**src/core/fcl_pkg.sv**
```systemverilog
// Functional notes
// [RQ1] software sets divider for 1 MHz base
// [RQ2] no program or erase below 1 MHz
// [RQ3] divider write sets loaded bit, zero after reset
// [RQ4] no divider load: refuse program/erase, access error
// [RQ5] software clears error flags, checks completion first
// [RQ6] command busy: ignore parameter writes and launches
// [RQ7] software avoids register writes while busy
// [RQ8] parameter word chosen by 3-bit index
// [RQ9] write one clears completion flag, launches
// [RQ10] completion flag sets when command finishes
// [RQ11] decode verify codes 0x01, 0x02, 0x03
// [RQ12] 0x07 program-once field, 0x04 reads it
// [RQ13] 0x06 programs one program-memory phrase
// [RQ14] 0x08 needs all four open bits
// [RQ15] 0x09 full block needs three open bits
// [RQ16] 0x0a erases one program-memory sector
// [RQ17] 0x0b erase unsecure, 0x0c key check
// [RQ18] 0x0d user margin, 0x0e field margin
// [RQ19] data-memory codes 0x10, 0x11, 0x12
// [RQ20] 0x08, 0x0b special modes; 0x0e unsecured special
// [RQ21] secured non-single-chip: only verify and special
// [RQ22] 0x0c only in normal single-chip mode
// [RQ23] command code in high byte of word 0
// [RQ24] unsupported code sets access error
// [RQ25] refused launch: access error, completion back
package fcl_pkg;
  // =====================================================
  // command codes
  localparam logic [7:0] CMD_VFY_ALL   = 8'h01;
  localparam logic [7:0] CMD_VFY_BLK   = 8'h02;
  localparam logic [7:0] CMD_VFY_SECT  = 8'h03;
  localparam logic [7:0] CMD_RD_ONCE   = 8'h04;
  localparam logic [7:0] CMD_PGM_PH    = 8'h06;
  localparam logic [7:0] CMD_PGM_ONCE  = 8'h07;
  localparam logic [7:0] CMD_ERS_ALL   = 8'h08;
  localparam logic [7:0] CMD_ERS_BLK   = 8'h09;
  localparam logic [7:0] CMD_ERS_SECT  = 8'h0a;
  localparam logic [7:0] CMD_UNSEC     = 8'h0b;
  localparam logic [7:0] CMD_KEY_VFY   = 8'h0c;
  localparam logic [7:0] CMD_USR_MRG   = 8'h0d;
  localparam logic [7:0] CMD_FLD_MRG   = 8'h0e;
  localparam logic [7:0] CMD_D_VFY     = 8'h10;
  localparam logic [7:0] CMD_D_PGM     = 8'h11;
  localparam logic [7:0] CMD_D_ERS     = 8'h12;
  // =====================================================
  // chip modes on the mode input
  localparam logic [1:0] MODE_NS       = 2'h0;  // normal single-chip
  localparam logic [1:0] MODE_NX       = 2'h1;  // normal expanded
  localparam logic [1:0] MODE_SS       = 2'h2;  // special single-chip
  localparam logic [1:0] MODE_ST       = 2'h3;  // special
  // =====================================================
  // array layout and reset values
  localparam int         PARAM_WORDS   = 6;     // implemented words
  localparam int         CMD_HI_BIT    = 15;    // code in high byte
  localparam logic [5:0] DIV_RESET     = 6'h00;
  localparam logic [15:0] WORD_RESET   = 16'h0000;
  localparam logic [2:0] IDX_RESET     = 3'h0;
  // =====================================================
  // timing
  localparam int         CLK_MHZ       = 100;
  localparam int         LAUNCH_NS     = 10;    // launch handshake
  localparam int         LAUNCH_CYC    = (LAUNCH_NS * CLK_MHZ + 999) / 1000;
  // sequencer states
  typedef enum logic [1:0] {
    FCL_IDLE = 2'b00,
    FCL_BUSY = 2'b01,
    FCL_DONE = 2'b11
  } fcl_state_t;
endpackage

```
**src/core/fcl_top.sv**
```systemverilog
`timescale 1ns/100ps
module fcl_top import fcl_pkg::*; #(
  parameter int DIV_W = 6
) (
  // clock and reset
  input  wire logic             clock_i,
  input  wire logic             rst_i,
  // divider register write
  input  wire logic             div_wr_i,
  input  wire logic [DIV_W-1:0] div_wdata_i,
  // parameter index and array access
  input  wire logic             idx_wr_i,
  input  wire logic [2:0]       idx_wdata_i,
  input  wire logic             param_wr_i,
  input  wire logic [15:0]      param_wdata_i,
  // status register write (bit 7 completion, 5 access, 4 protect)
  input  wire logic             stat_wr_i,
  input  wire logic [7:0]       stat_wdata_i,
  // protection bits
  input  wire logic             low_region_protect_disable_i,
  input  wire logic             high_region_protect_disable_i,
  input  wire logic             program_memory_open_bit_i,
  input  wire logic             data_memory_open_bit_i,
  // chip mode and security (pins)
  input  wire logic [1:0]       chip_mode_i,
  input  wire logic             secured_i,
  // memory controller
  input  wire logic             mc_done_i,
  input  wire logic             mc_result_wr_i,
  input  wire logic [2:0]       mc_result_idx_i,
  input  wire logic [15:0]      mc_result_data_i,
  output logic                  mc_launch_o,
  output logic [7:0]            mc_cmd_o,
  output logic [16*PARAM_WORDS-1:0] mc_params_o,
  // status outputs
  output logic [DIV_W-1:0]      divider_value_field_o,
  output logic                  divider_loaded_bit_o,
  output logic [2:0]            parameter_index_field_o,
  output logic [15:0]           param_rdata_o,
  output logic                  command_complete_flag_o,
  output logic                  access_error_flag_o,
  output logic                  protection_violation_flag_o
);
  // =====================================================
  // pin synchronisers
  logic [1:0] mode_s1, mode_s2;                 // chip mode stages
  logic       sec_s1, sec_s2;                   // security stages
  // two flops before use
  always_ff @(posedge clock_i) begin
    if (rst_i) begin
      mode_s1 <= MODE_NS;
      mode_s2 <= MODE_NS;
      sec_s1  <= 1'b1;
      sec_s2  <= 1'b1;
    end else begin
      mode_s1 <= chip_mode_i;
      mode_s2 <= mode_s1;
      sec_s1  <= secured_i;
      sec_s2  <= sec_s1;
    end
  end

  // =====================================================
  // divider register
  logic [DIV_W-1:0] div_val;                    // divider value
  logic             div_ld;                     // loaded since reset
  logic             command_complete_flag;                       // completion flag

  // [RQ3] divider loaded flag
  always_ff @(posedge clock_i) begin
    if (rst_i) begin
      div_val <= DIV_RESET[DIV_W-1:0];
      div_ld  <= 1'b0;
    end else if (div_wr_i && command_complete_flag) begin
      div_val <= div_wdata_i;
      div_ld  <= 1'b1;
    end
  end

  // =====================================================
  // parameter index and array
  logic [2:0]  pidx;                            // selected word
  logic [15:0] parr [PARAM_WORDS];              // parameter words
  // [RQ8] index register
  always_ff @(posedge clock_i) begin
    if (rst_i) begin
      pidx <= IDX_RESET;
    end else if (idx_wr_i && command_complete_flag) begin
      pidx <= idx_wdata_i;
    end
  end

  // per-word storage
  genvar gi;
  generate
    for (gi = 0; gi < PARAM_WORDS; gi++) begin : g_word
      // [RQ6] busy blocks writes, [RQ10] results load
      always_ff @(posedge clock_i) begin
        if (rst_i) begin
          parr[gi] <= WORD_RESET;
        end else if (!command_complete_flag && mc_result_wr_i && mc_result_idx_i == 3'(gi)) begin
          parr[gi] <= mc_result_data_i;
        end else if (command_complete_flag && param_wr_i && pidx == 3'(gi)) begin
          parr[gi] <= param_wdata_i;
        end
      end
    end
  endgenerate

  // =====================================================
  // command decode
  logic [7:0] cmd;                              // code of word 0
  logic       known, pe_cmd, mode_ok, prot_ok;  // decode terms
  logic       spc;                              // special mode
  // [RQ23] code in high byte
  assign cmd = parr[0][CMD_HI_BIT -: 8];
  assign spc = (mode_s2 == MODE_SS) || (mode_s2 == MODE_ST);

  // classify the code
  always_comb begin
    known  = 1'b1;
    pe_cmd = 1'b0;
    unique case (cmd)
      // [RQ11] verify codes
      CMD_VFY_ALL, CMD_VFY_BLK, CMD_VFY_SECT: pe_cmd = 1'b0;
      // [RQ12] once field
      CMD_RD_ONCE:                            pe_cmd = 1'b0;
      CMD_PGM_ONCE:                           pe_cmd = 1'b1;
      // [RQ13] [RQ16] phrase and sector
      CMD_PGM_PH, CMD_ERS_SECT:               pe_cmd = 1'b1;
      // [RQ14] [RQ15] [RQ17] erases
      CMD_ERS_ALL, CMD_ERS_BLK, CMD_UNSEC:    pe_cmd = 1'b1;
      // [RQ17] [RQ18] key and margins
      CMD_KEY_VFY, CMD_USR_MRG, CMD_FLD_MRG:  pe_cmd = 1'b0;
      // [RQ19] data memory
      CMD_D_VFY:                              pe_cmd = 1'b0;
      CMD_D_PGM, CMD_D_ERS:                   pe_cmd = 1'b1;
      // [RQ24] unsupported code
      default:                                known  = 1'b0;
    endcase
  end

  // mode and security allowance
  always_comb begin
    mode_ok = 1'b0;
    unique case (cmd)
      // [RQ20] special modes only
      CMD_ERS_ALL, CMD_UNSEC: mode_ok = spc;
      CMD_FLD_MRG:            mode_ok = spc && !sec_s2;
      // [RQ22] normal single-chip only
      CMD_KEY_VFY:            mode_ok = (mode_s2 == MODE_NS);
      // [RQ21] verify all and verify block in all modes
      CMD_VFY_ALL, CMD_VFY_BLK: mode_ok = 1'b1;
      CMD_ERS_SECT:           mode_ok = sec_s2 ? (mode_s2 == MODE_NS) : (mode_s2 != MODE_NS);
      // [RQ21] secured keeps only normal single-chip
      default:                mode_ok = !sec_s2 || (mode_s2 == MODE_NS);
    endcase
  end

  // [RQ14] [RQ15] protection gating
  always_comb begin
    prot_ok = 1'b1;
    if (cmd == CMD_ERS_ALL) begin
      prot_ok = low_region_protect_disable_i && high_region_protect_disable_i &&
                program_memory_open_bit_i && data_memory_open_bit_i;
    end else if (cmd == CMD_ERS_BLK && parr[0][6:0] != 7'h00) begin
      prot_ok = low_region_protect_disable_i && high_region_protect_disable_i &&
                program_memory_open_bit_i;
    end
  end

  // =====================================================
  // status flags and launch
  logic launch_req, refuse, ok_go;              // launch terms
  fcl_state_t state;                            // sequencer state
  assign launch_req = stat_wr_i && stat_wdata_i[7] && command_complete_flag && !access_error_flag_o
                      && !protection_violation_flag_o;
  // [RQ4] program or erase needs divider
  assign refuse = !known || !mode_ok || (pe_cmd && !div_ld);
  assign ok_go  = launch_req && !refuse && prot_ok;

  // [RQ9] [RQ10] completion flag and sequencer
  always_ff @(posedge clock_i) begin
    if (rst_i) begin
      state <= FCL_IDLE;
      command_complete_flag  <= 1'b1;
    end else begin
      unique case (state)
        FCL_IDLE: if (ok_go) begin
          command_complete_flag  <= 1'b0;
          state <= FCL_BUSY;
        end
        FCL_BUSY: if (mc_done_i) begin
          state <= FCL_DONE;
        end
        FCL_DONE: begin
          command_complete_flag  <= 1'b1;
          state <= FCL_IDLE;
        end
        // unused code, recover to idle with flag up
        default: begin
          command_complete_flag  <= 1'b1;
          state <= FCL_IDLE;
        end
      endcase
    end
  end

  // error flags, set wins over clear; [RQ25] refusal keeps command_complete_flag 1
  always_ff @(posedge clock_i) begin
    if (rst_i) begin
      access_error_flag_o         <= 1'b0;
      protection_violation_flag_o <= 1'b0;
    end else begin
      // [RQ24] [RQ25] refused launch
      if (launch_req && refuse) begin
        access_error_flag_o <= 1'b1;
      end else if (stat_wr_i && stat_wdata_i[5]) begin
        access_error_flag_o <= 1'b0;
      end
      if (launch_req && !refuse && !prot_ok) begin
        protection_violation_flag_o <= 1'b1;
      end else if (stat_wr_i && stat_wdata_i[4]) begin
        protection_violation_flag_o <= 1'b0;
      end
    end
  end

  // =====================================================
  // outputs from flops
  always_ff @(posedge clock_i) begin
    if (rst_i) begin
      mc_launch_o             <= 1'b0;
      mc_cmd_o                <= 8'h00;
      mc_params_o             <= '0;
      param_rdata_o           <= WORD_RESET;
      divider_value_field_o   <= DIV_RESET[DIV_W-1:0];
      divider_loaded_bit_o    <= 1'b0;
      parameter_index_field_o <= IDX_RESET;
      command_complete_flag_o <= 1'b1;
    end else begin
      // [RQ9] hand array to controller
      mc_launch_o <= ok_go;
      if (ok_go) begin
        mc_cmd_o <= cmd;
        for (int k = 0; k < PARAM_WORDS; k++) begin
          mc_params_o[16*k +: 16] <= parr[k];
        end
      end
      param_rdata_o           <= (pidx < 3'(PARAM_WORDS)) ? parr[pidx] : WORD_RESET;
      divider_value_field_o   <= div_val;
      divider_loaded_bit_o    <= div_ld;
      parameter_index_field_o <= pidx;
      command_complete_flag_o <= command_complete_flag;
    end
  end

  // =====================================================
  // assertions
  // [RQ3] load shows two cycles after the write at output
  a_div_loaded_set: assert property (@(posedge clock_i) disable iff (rst_i) // [RQ3]
    div_wr_i && command_complete_flag |-> ##2 divider_loaded_bit_o)
    else $error("divider loaded bit not set");
  // [RQ4] missing divider refuses program
  a_div_refuse: assert property (@(posedge clock_i) disable iff (rst_i) // [RQ4]
    launch_req && pe_cmd && !div_ld |=> access_error_flag_o && command_complete_flag)
    else $error("launch without divider not refused");
  // [RQ6] busy array frozen against writes
  a_busy_ignore: assert property (@(posedge clock_i) disable iff (rst_i) // [RQ6]
    !command_complete_flag && param_wr_i && !mc_result_wr_i |=> $stable(parr[pidx]))
    else $error("parameter write taken while busy");
  // [RQ9] launch clears flag and pulses
  a_launch_clear: assert property (@(posedge clock_i) disable iff (rst_i) // [RQ9]
    ok_go |=> !command_complete_flag && mc_launch_o ##1 !mc_launch_o)
    else $error("launch did not clear completion");
  // [RQ10] done returns flag in two cycles
  a_done_set: assert property (@(posedge clock_i) disable iff (rst_i) // [RQ10]
    state == FCL_BUSY && mc_done_i |-> ##2 command_complete_flag)
    else $error("completion flag not returned");
  // [RQ24] unknown code errors
  a_unknown_err: assert property (@(posedge clock_i) disable iff (rst_i) // [RQ24]
    launch_req && !known |=> access_error_flag_o && !mc_launch_o)
    else $error("unknown code not refused");
  // [RQ22] key verify outside normal single-chip
  a_key_mode: assert property (@(posedge clock_i) disable iff (rst_i) // [RQ22]
    launch_req && cmd == CMD_KEY_VFY && mode_s2 != MODE_NS |=> !mc_launch_o)
    else $error("key verify launched in wrong mode");
  // [RQ14] erase all needs open bits
  a_ers_all_prot: assert property (@(posedge clock_i) disable iff (rst_i) // [RQ14]
    ok_go && cmd == CMD_ERS_ALL |-> data_memory_open_bit_i && program_memory_open_bit_i)
    else $error("erase all launched while protected");
  // [RQ25] refusal leaves command_complete_flag high
  a_refuse_idle: assert property (@(posedge clock_i) disable iff (rst_i) // [RQ25]
    launch_req && refuse |=> command_complete_flag throughout ##1 1'b1)
    else $error("refused launch dropped completion");
  // [RQ8] unimplemented words read zero
  a_idx_unimpl: assert property (@(posedge clock_i) disable iff (rst_i) // [RQ8]
    pidx >= 3'(PARAM_WORDS) |=> param_rdata_o == WORD_RESET)
    else $error("unimplemented word did not read zero");
  // [RQ20] special-only codes refused in normal modes
  a_special_only: assert property (@(posedge clock_i) disable iff (rst_i) // [RQ20]
    launch_req && (cmd == CMD_ERS_ALL || cmd == CMD_UNSEC) && !spc |=> !mc_launch_o && access_error_flag_o)
    else $error("special-only code launched in normal mode");
  // [RQ21] secured expanded mode keeps only verify all and verify block
  a_secured_limit: assert property (@(posedge clock_i) disable iff (rst_i) // [RQ21]
    launch_req && sec_s2 && mode_s2 == MODE_NX && cmd != CMD_VFY_ALL && cmd != CMD_VFY_BLK |=> !mc_launch_o)
    else $error("secured expanded mode launched a restricted code");
endmodule // fcl_top

```
**config.mk**
```make
export PLATFORM = sky130hd
export DESIGN_NAME = fcl_top
export DESIGN_NICKNAME = d
export VERILOG_FILES = /design/src/core/fcl_pkg.sv /design/src/core/fcl_top.sv
export SDC_FILE = /design/constraint.sdc
export NUM_CORES = 1
export LEC_CHECK = 0
export BUFFER_PORTS_ARGS = -buffer_cell sky130_fd_sc_hd__buf_4
export CORE_MARGIN = 2
export CORE_UTILIZATION = 58
export CTS_BUF_LIST = sky130_fd_sc_hd__clkbuf_8
export CTS_CLUSTER_DIAMETER = 60
export CTS_CLUSTER_SIZE = 8
export DETAILED_ROUTE_END_ITERATION = 10
export PLACE_DENSITY = 0.83
export SETUP_SLACK_MARGIN = 0.4
export SYNTH_ARGS = -nofsm -noshare
export SYNTH_HDL_FRONTEND = slang
export SYNTH_SLANG_ARGS = --single-unit
```
**constraint.sdc**
```tcl
create_clock -name clock_i -period 4.6 [get_ports clock_i]
set_input_delay 0.23 -clock clock_i [delete_from_list [all_inputs] [get_ports clock_i]]
set_output_delay 0.23 -clock clock_i [all_outputs]
set_load 0.03 [all_outputs]
```
==> summary.md, run 1 <==
| Metric | Value |
|---|---|
| Overflow after GRT | `0` |
| Antenna violations before repair | `0` |
| Synth-to-Final Area Change | `20.3%` |
| Postcts setup bufs | `0` |
| EDFF count, synth | `96` |
| Reg2reg start | `parr[0][8]$_DFFE_PP_` |
| Cell area after synthesis | `10600 sq um` |
| Pwr Total | `0.00462 W` |
| Worst clock skew | `roughly 0.025 ns` |
| DRT iter0 DRCs | `1194` |
| Max clock buf depth | `3` |
| Number of global-route vias before repair | `8605` |
| Post-DP Area | `12000 sq um` |
| Die Height | `139 microns` |
| Final WL | `31300 microns` |
| Worst setup margin | `1.39 ns` |
| Type of origin of the critical path | `flop` |
| Synth cell types | `52` |
| Status | `completed` |
| Worst slew margin | `0.187` |
| Num rows | `49` |
| Yosys reg bits | `around 240` |
| Initial Utilization | `0.590` |
| Layout cells sized above 1 | `0.256` |
| Post-Synthesis Cells | `986` |
| Placeable Area | `18000 sq um` |
| Synth Flop Type | `dfxtp_1` |
| DP HPWL | `21200 microns` |
| FMAX | `just over 0.3 GHz` |
| H-tree lvl count | `2` |
| Tcrit/Tclk final | `0.698` |
| Worst Reg-to-Reg Cells | `7` |
| Arr. time, crit path | `about 3.7 ns` |
| PostCTS Resize Cnt | `0` |
| Die area | `roughly 19000 sq um` |
| R2R setup slack | `between 1 and 1.5 ns` |
| Largest cells by area after synthesis | `dfxtp_1 27%, edfxtp_1 27%, o31ai_1 6.7%` |
| Reg-to-Reg End | `mc_params_o[52]$_SDFFE_PP0P_` |
| Syn. warnings | `0` |
| TritonCTS Buffers | `36` |
| Max Transition Viols Final | `0` |
| P_leak | `between 4 and 5 nW` |
| Gp weighted congestion | `0.923` |
| Endpoint of the worst hold path | `div_val[0]$_SDFFE_PP0P_` |
| WL per Instance | `approximately 23 microns` |
| Slowest stage cell on the critical path | `or2_2` |
| Post-synth top cells | `145 x dfxtp_1, 105 x a21oi_1, 96 x edfxtp_1` |
| Storage cell area | `5790 sq um` |
| Crit-path max FO | `60` |
| DP Worst Slack | `1.47 ns` |
| Root buffer cell | `clkbuf_8` |
| Asr flop ratio synth | `0` |
| Final setup viols | `0` |
| CP max stage delay | `0.72 ns` |
| Power Density | `between 300 and 400 nW/um^2` |
| Detailed Routing Iterations Pass 1 | `6` |
| Tot GR Track Use | `0.311` |
| Die width | `139 microns` |
| Post-Layout Inst Area | `around 13000 sq um` |
| DRC Markers | `0` |
| Layout fillers | `1302` |
| Hold Path Cell Cnt | `3` |
| Hold Fails Final Rpt | `0` |
| CTS sink count | `241` |
| Top cell type's share of synthesized area | `0.274` |
| First-pass GRT wire length | `47300 microns` |
| Tmin final | `3.21 ns` |
| Top-count cell post-synth | `dfxtp_1` |
| CTS tree | `done` |
| Port buffer count | `195` |
| Vias per inst | `~6.6` |
| Worst-Skew Late Latency | `0.54 ns` |
| Detailed-route via count | `9067` |
| Crit end category | `flop` |
| Hold_sp | `div_wdata_i[0]` |
| Area of the multi-input gates | `4260 sq um` |
| Routed Antenna Nets | `0` |
| Largest net degree at the start of global routing | `95` |
| Clock-pin slew on the worst setup and hold paths | `around 0.060 ns` |
| Setup TNS | `0 ns` |
| Tightest Pin Transition | `1.21 ns` |
| Critical setup path kind | `reg2reg` |
| RSZ-0062 raised after global routing | `false` |
| Io pins | `201` |
| WP data required | `5.06 ns` |
| Max-cap viol count | `0` |
| Crit path cell chain | `o2111ai_1, o21ai_1, nor4_2, or2_2, buf_12, o31ai_1, a21oi_1` |
| Post-synth top area cell | `dfxtp_1` |
| Final hold slack | `0.00573 ns` |
| Min-Delay Path Class | `in2reg` |
| Register area share after synthesis | `0.546` |
| Peak VDD IR | `0.224 mV` |
| Nets | `roughly 1200` |
| Avg Inst Size Synth | `10.8 sq um` |
| # diodes | `0` |
| Mapped Nets | `1054` |
## cell type report
class	count	share of cell area
Tap cell	229	0.0225
Timing Repair Buffer	231	0.140
Clock inverter	20	0.00667
Multi-Input combinational cell	619	0.334
Sequential cell	241	0.454
Clock buffer	38	0.0410
Inverter	5	0.00147
## power breakdown
group	internal [W]	leakage (nW)	total [W]	switching, W
logic	0.000209	2.23	0.000670	0.000461
registers	0.00231	2.18	0.00240	0.0000837
clock network	0.000758	0.378	0.00156	0.000797
total	0.00328	4.79	0.00462	0.00134
## worst max-delay path: cells and delay by family (launching register included)
kind | cells | cell delay [ns]
flip-flops | 1 | 0.63
AO/OA/AOI/OAI | 4 | 0.82
AND/OR/NAND/NOR | 2 | 1.28
buffers and inverters | 1 | 0.34
## worst max-delay path by stage
stage	start	endpoint	slack, ns	cells after the start
6_report	parr[0][8]$_DFFE_PP_	mc_params_o[52]$_SDFFE_PP0P_	1.39	7
2_1_floorplan	pidx[0]$_SDFFE_PP0P_	parr[0][0]$_DFFE_PP_	1.18	4
4_1_cts	parr[0][8]$_DFFE_PP_	mc_params_o[36]$_SDFFE_PP0P_	1.45	7
3_5_place_dp	parr[0][8]$_DFFE_PP_	mc_params_o[36]$_SDFFE_PP0P_	1.47	7
5_1_grt	parr[0][8]$_DFFE_PP_	mc_params_o[24]$_SDFFE_PP0P_	1.26	7
3_3_place_gp	parr[0][8]$_DFFE_PP_	mc_params_o[44]$_SDFFE_PP0P_	1.58	7
## sequential cells by signal (all words and copies together) (netlist names)
name                         count
parr                            96
parameter_index_field_o          3
sec_s2                           1
param_rdata_o                   16
pidx                             3
command_complete_flag            1
mc_params_o                     88
protection_violation_flag_o      1
div_val                          6
mc_cmd_o                         8
div_ld                           1
state                            2
access_error_flag_o              1
command_complete_flag_o          1
divider_loaded_bit_o             1
mc_launch_o                      1
sec_s1                           1
mode_s2                          2
divider_value_field_o            6
mode_s1                          2
## placed cells by master, fill, tap and decap left out, types with 2 or more instances in the layout
master	n
inv_1	23
or2_2	5
nor2b_1	14
nor4bb_1	2
a211oi_1	16
mux2i_1	16
nor3_1	6
mux4_2	16
a22o_1	80
nand4_1	95
o31ai_1	94
o221ai_1	3
edfxtp_1	96
nor4_2	2
nand3b_1	3
a21oi_1	105
buf_4	219
dlygate4sd3_1	10
nand2_1	41
nor2_1	49
nor4b_1	2
buf_12	2
nand2b_1	6
nand3_1	13
dfxtp_1	144
or3_1	4
o21ai_0	18
clkbuf_8	38
and3_1	4
## metal layers
layer	track usage	up-vias	wire length [microns]
met5	0	-	0
met4	0.115	0	1090
met3	0.0615	89	3020
met2	0.504	494	15000
met1	0.417	4354	12200
li1	-	4130	-
## per-stage QoR
stage | instances | utilization
after floorplan | 986 | -
after global placement | 1315 | 0.670
after detailed placement | 1315 | 0.670
after CTS | 1383 | 0.710
after global routing | 1383 | 0.710
final | 1383 | 0.710
## cells by family (layout without fill, tap and decap cells)
logic type               after synthesis  in the layout  synth area share
buffers and inverters                126            294            0.0561
multiplexers                          32             32            0.0491
AO/OA/AOI/OAI                        331            331             0.217
adder cells (fa/ha/maj)                1              1           0.00118
flip-flops                           241            241             0.546
AND/OR/NAND/NOR                      255            255             0.131
## repair_timing
item                       in CTS  in global routing
setup endpoints to repair       0                  0
hold buffers                   10                  0
hold endpoints to repair       10                  0
Note: power is estimated with default switching activity, not from simulation.
==> inputs of run 2 (changes only) <==
Clock period 4.6 ns to 3.1 ns, I/O delays scaled along.
==> summary.md, run 2 (synthesis results as in run 1) <==
| Metric | Value |
|---|---|
| Status | `completed` |
| Worst clock skew | `0.0268 ns (+0.00164 ns)` |
| Root buffer cell | `clkbuf_8` |
| Overflow after GRT | `0 (unchanged)` |
| DP HPWL | `21600 microns (+1.9%)` |
| Tot GR Track Use | `0.328 (+0.0177)` |
| Crit end category | `flop` |
| Placed cells | `1324 (+0.68%)` |
| Largest Register | `parr` |
| Io pins | `201 (unchanged)` |
| Port buffer count | `195 (unchanged)` |
| Number of global-route vias before repair | `8963 (+4.2%)` |
| Routed Antenna Nets | `0 (unchanged)` |
| Die Height | `139 microns (unchanged)` |
| Layout cells sized above 1 | `0.251 (-0.00508)` |
| Die area | `19400 sq um (unchanged)` |
| Nets | `1283 (+6.7%)` |
| H-tree lvl count | `2 (unchanged)` |
| Synth-to-Final Area Change | `28.7%` |
| Max clock buf depth | `3 (unchanged)` |
| Tcrit/Tclk final | `0.847 (+0.149)` |
| Worst-Skew Late Latency | `0.54 ns (about the same)` |
| RSZ-0062 raised after global routing | `false` |
| Largest net degree at the start of global routing | `95 (unchanged)` |
| CTS tree | `done` |
| Setup TNS | `0 ns (unchanged)` |
| Post-DP Area | `12200 sq um (+1.1%)` |
| Gp weighted congestion | `0.930 (+0.77%)` |
| P_leak | `5.21 nW (+8.8%)` |
| Tightest Pin Transition | `1.14 ns (-0.0798 ns)` |
| Num rows | `49 (unchanged)` |
| CTS sink count | `241 (unchanged)` |
| Min-Delay Path Class | `in2reg` |
| Max Transition Viols Final | `0 (unchanged)` |
| WP data required | `3.54 ns (-1.52 ns)` |
| Antenna violations before repair | `1 (+1)` |
| Most frequent cells in the layout | `226 x buf_4, 144 x dfxtp_1, 105 x a21oi_1` |
| Hold Fails Final Rpt | `0 (unchanged)` |
| Type of origin of the critical path | `flop` |
| Die width | `139 microns (unchanged)` |
| Most common cell after layout, fill and taps aside | `buf_4` |
| Detailed-route via count | `9647 (+6.4%)` |
| Placeable Area | `18000 sq um (unchanged)` |
| Critical setup path kind | `reg2reg` |
| Crit-path max FO | `94 (+57%)` |
| Worst setup margin | `0.475 ns (-0.914 ns)` |
| DRC Markers | `0 (unchanged)` |
| Tmin final | `2.62 ns (-0.586 ns)` |
| Worst slew margin | `0.240 (+0.0534)` |
| DRT iter0 DRCs | `1159 (-2.9%)` |
| Power Density | `514 nW/um^2 (+42%)` |
| Post-route core utilization | `0.759 (+0.0496)` |
| DP Worst Slack | `0.427 ns (-1.05 ns)` |
| Top Registers | `parr x96, mc_params_o x88, param_rdata_o x16` |
| Final setup viols | `0 (unchanged)` |
| Final WL | `33300 microns (+6.4%)` |
| Detailed Routing Iterations Pass 1 | `5 (-1)` |
| Max-cap viol count | `0 (unchanged)` |
| Arr. time, crit path | `3.06 ns (-0.61 ns)` |
| Clock-pin slew on the worst setup and hold paths | `0.06 ns (about the same)` |
| Peak VDD IR | `0.326 mV (+45%)` |
| TritonCTS Buffers | `36 (unchanged)` |
| Initial Utilization | `0.590 (unchanged)` |
| Vias per inst | `6.58 (+0.30%)` |
| Max reg flops | `96 (unchanged)` |
| FMAX | `0.381 GHz (+22%)` |
| First-pass GRT wire length | `49900 microns (+5.5%)` |
| Non-filler instance count after layout | `1467 (+6.1%)` |
| WL per Instance | `22.7 microns (+0.29%)` |
| Post-Layout Inst Area | `13600 sq um (+7.0%)` |
==> run 2: cell count changes in the layout (fill, tap and decap cells not counted), sizes merged <==
| cell | before | now |
|---|---|---|
| dlygate4sd3 | 10 | 77 |
| buf | 221 | 235 |
| inv | 24 | 26 |
| diode | 0 | 1 |
==> run 2: repair_timing <==
action	4_1_cts	5_1_grt
setup endpoints to repair	0	103
hold buffers	77	0
gates resized for setup	0	8
setup buffers	0	5
hold endpoints to repair	111	0
==> run 2: area by class of cell <==
cell class                 count  area, sq um
fill                        1177         4320
timing repair buffer         312         2640
tap                          229          287
clock inverter                22         92.6
antenna                        1         2.50
clock buffer                  38          523
multi-input combinational    619         4290
inverter                       5         18.8
sequential                   241         5790
==> run 2: metrics by stage <==
| stage | power [W] | hold slack (ns) |
|---|---|---|
| 6_report | 0.00701 | 0.0229 |
| 5_1_grt | 0.00723 | 0.0211 |
| 4_1_cts | 0.00696 | 0.00480 |
| 3_5_place_dp | 0.00462 | 0.349 |
| 3_3_place_gp | 0.00460 | 0.344 |
| 2_1_floorplan | 0.00421 | 0.234 |
==> run 2: critical path, stage by stage (launching register included) <==
cell and delay (ns):
edfxtp_1 0.52, buf_12 0.20, o2111ai_1 0.27, o21ai_1 0.17, nor4_4 0.43, or2_2 0.22
buf_12 0.37, o31ai_1 0.14, a21oi_1 0.19
==> run 2: final timing paths <==
path / slack [ns] / depth (start not counted) / to / startpoint
max: 0.48 / 8 / mc_cmd_o[0]$_SDFFE_PP0P_ / parr[0][8]$_DFFE_PP_
min reg2reg: 0.42 / 1 / sec_s2$_SDFF_PP1_ / sec_s1$_SDFF_PP1_
min: 0.02 / 3 / access_error_flag_o$_SDFFE_PP0P_ / stat_wr_i
max reg2reg: 0.48 / 8 / mc_cmd_o[0]$_SDFFE_PP0P_ / parr[0][8]$_DFFE_PP_
==> run 2: report_power, final <==
part | switching, W | internal [W]
logic | 0.000733 | 0.000409
clock network | 0.00120 | 0.00113
registers | 0.000109 | 0.00343
==> run 2: layer usage <==
metal / wire [microns] / GRT usage / vias up
met3: 3450 / 0.0653 / 136
met1: 12200 / 0.425 / 4585
li1: - / - / 4286
met4: 1690 / 0.151 / 0
met2: 15900 / 0.536 / 640
met5: 0 / 0 / -
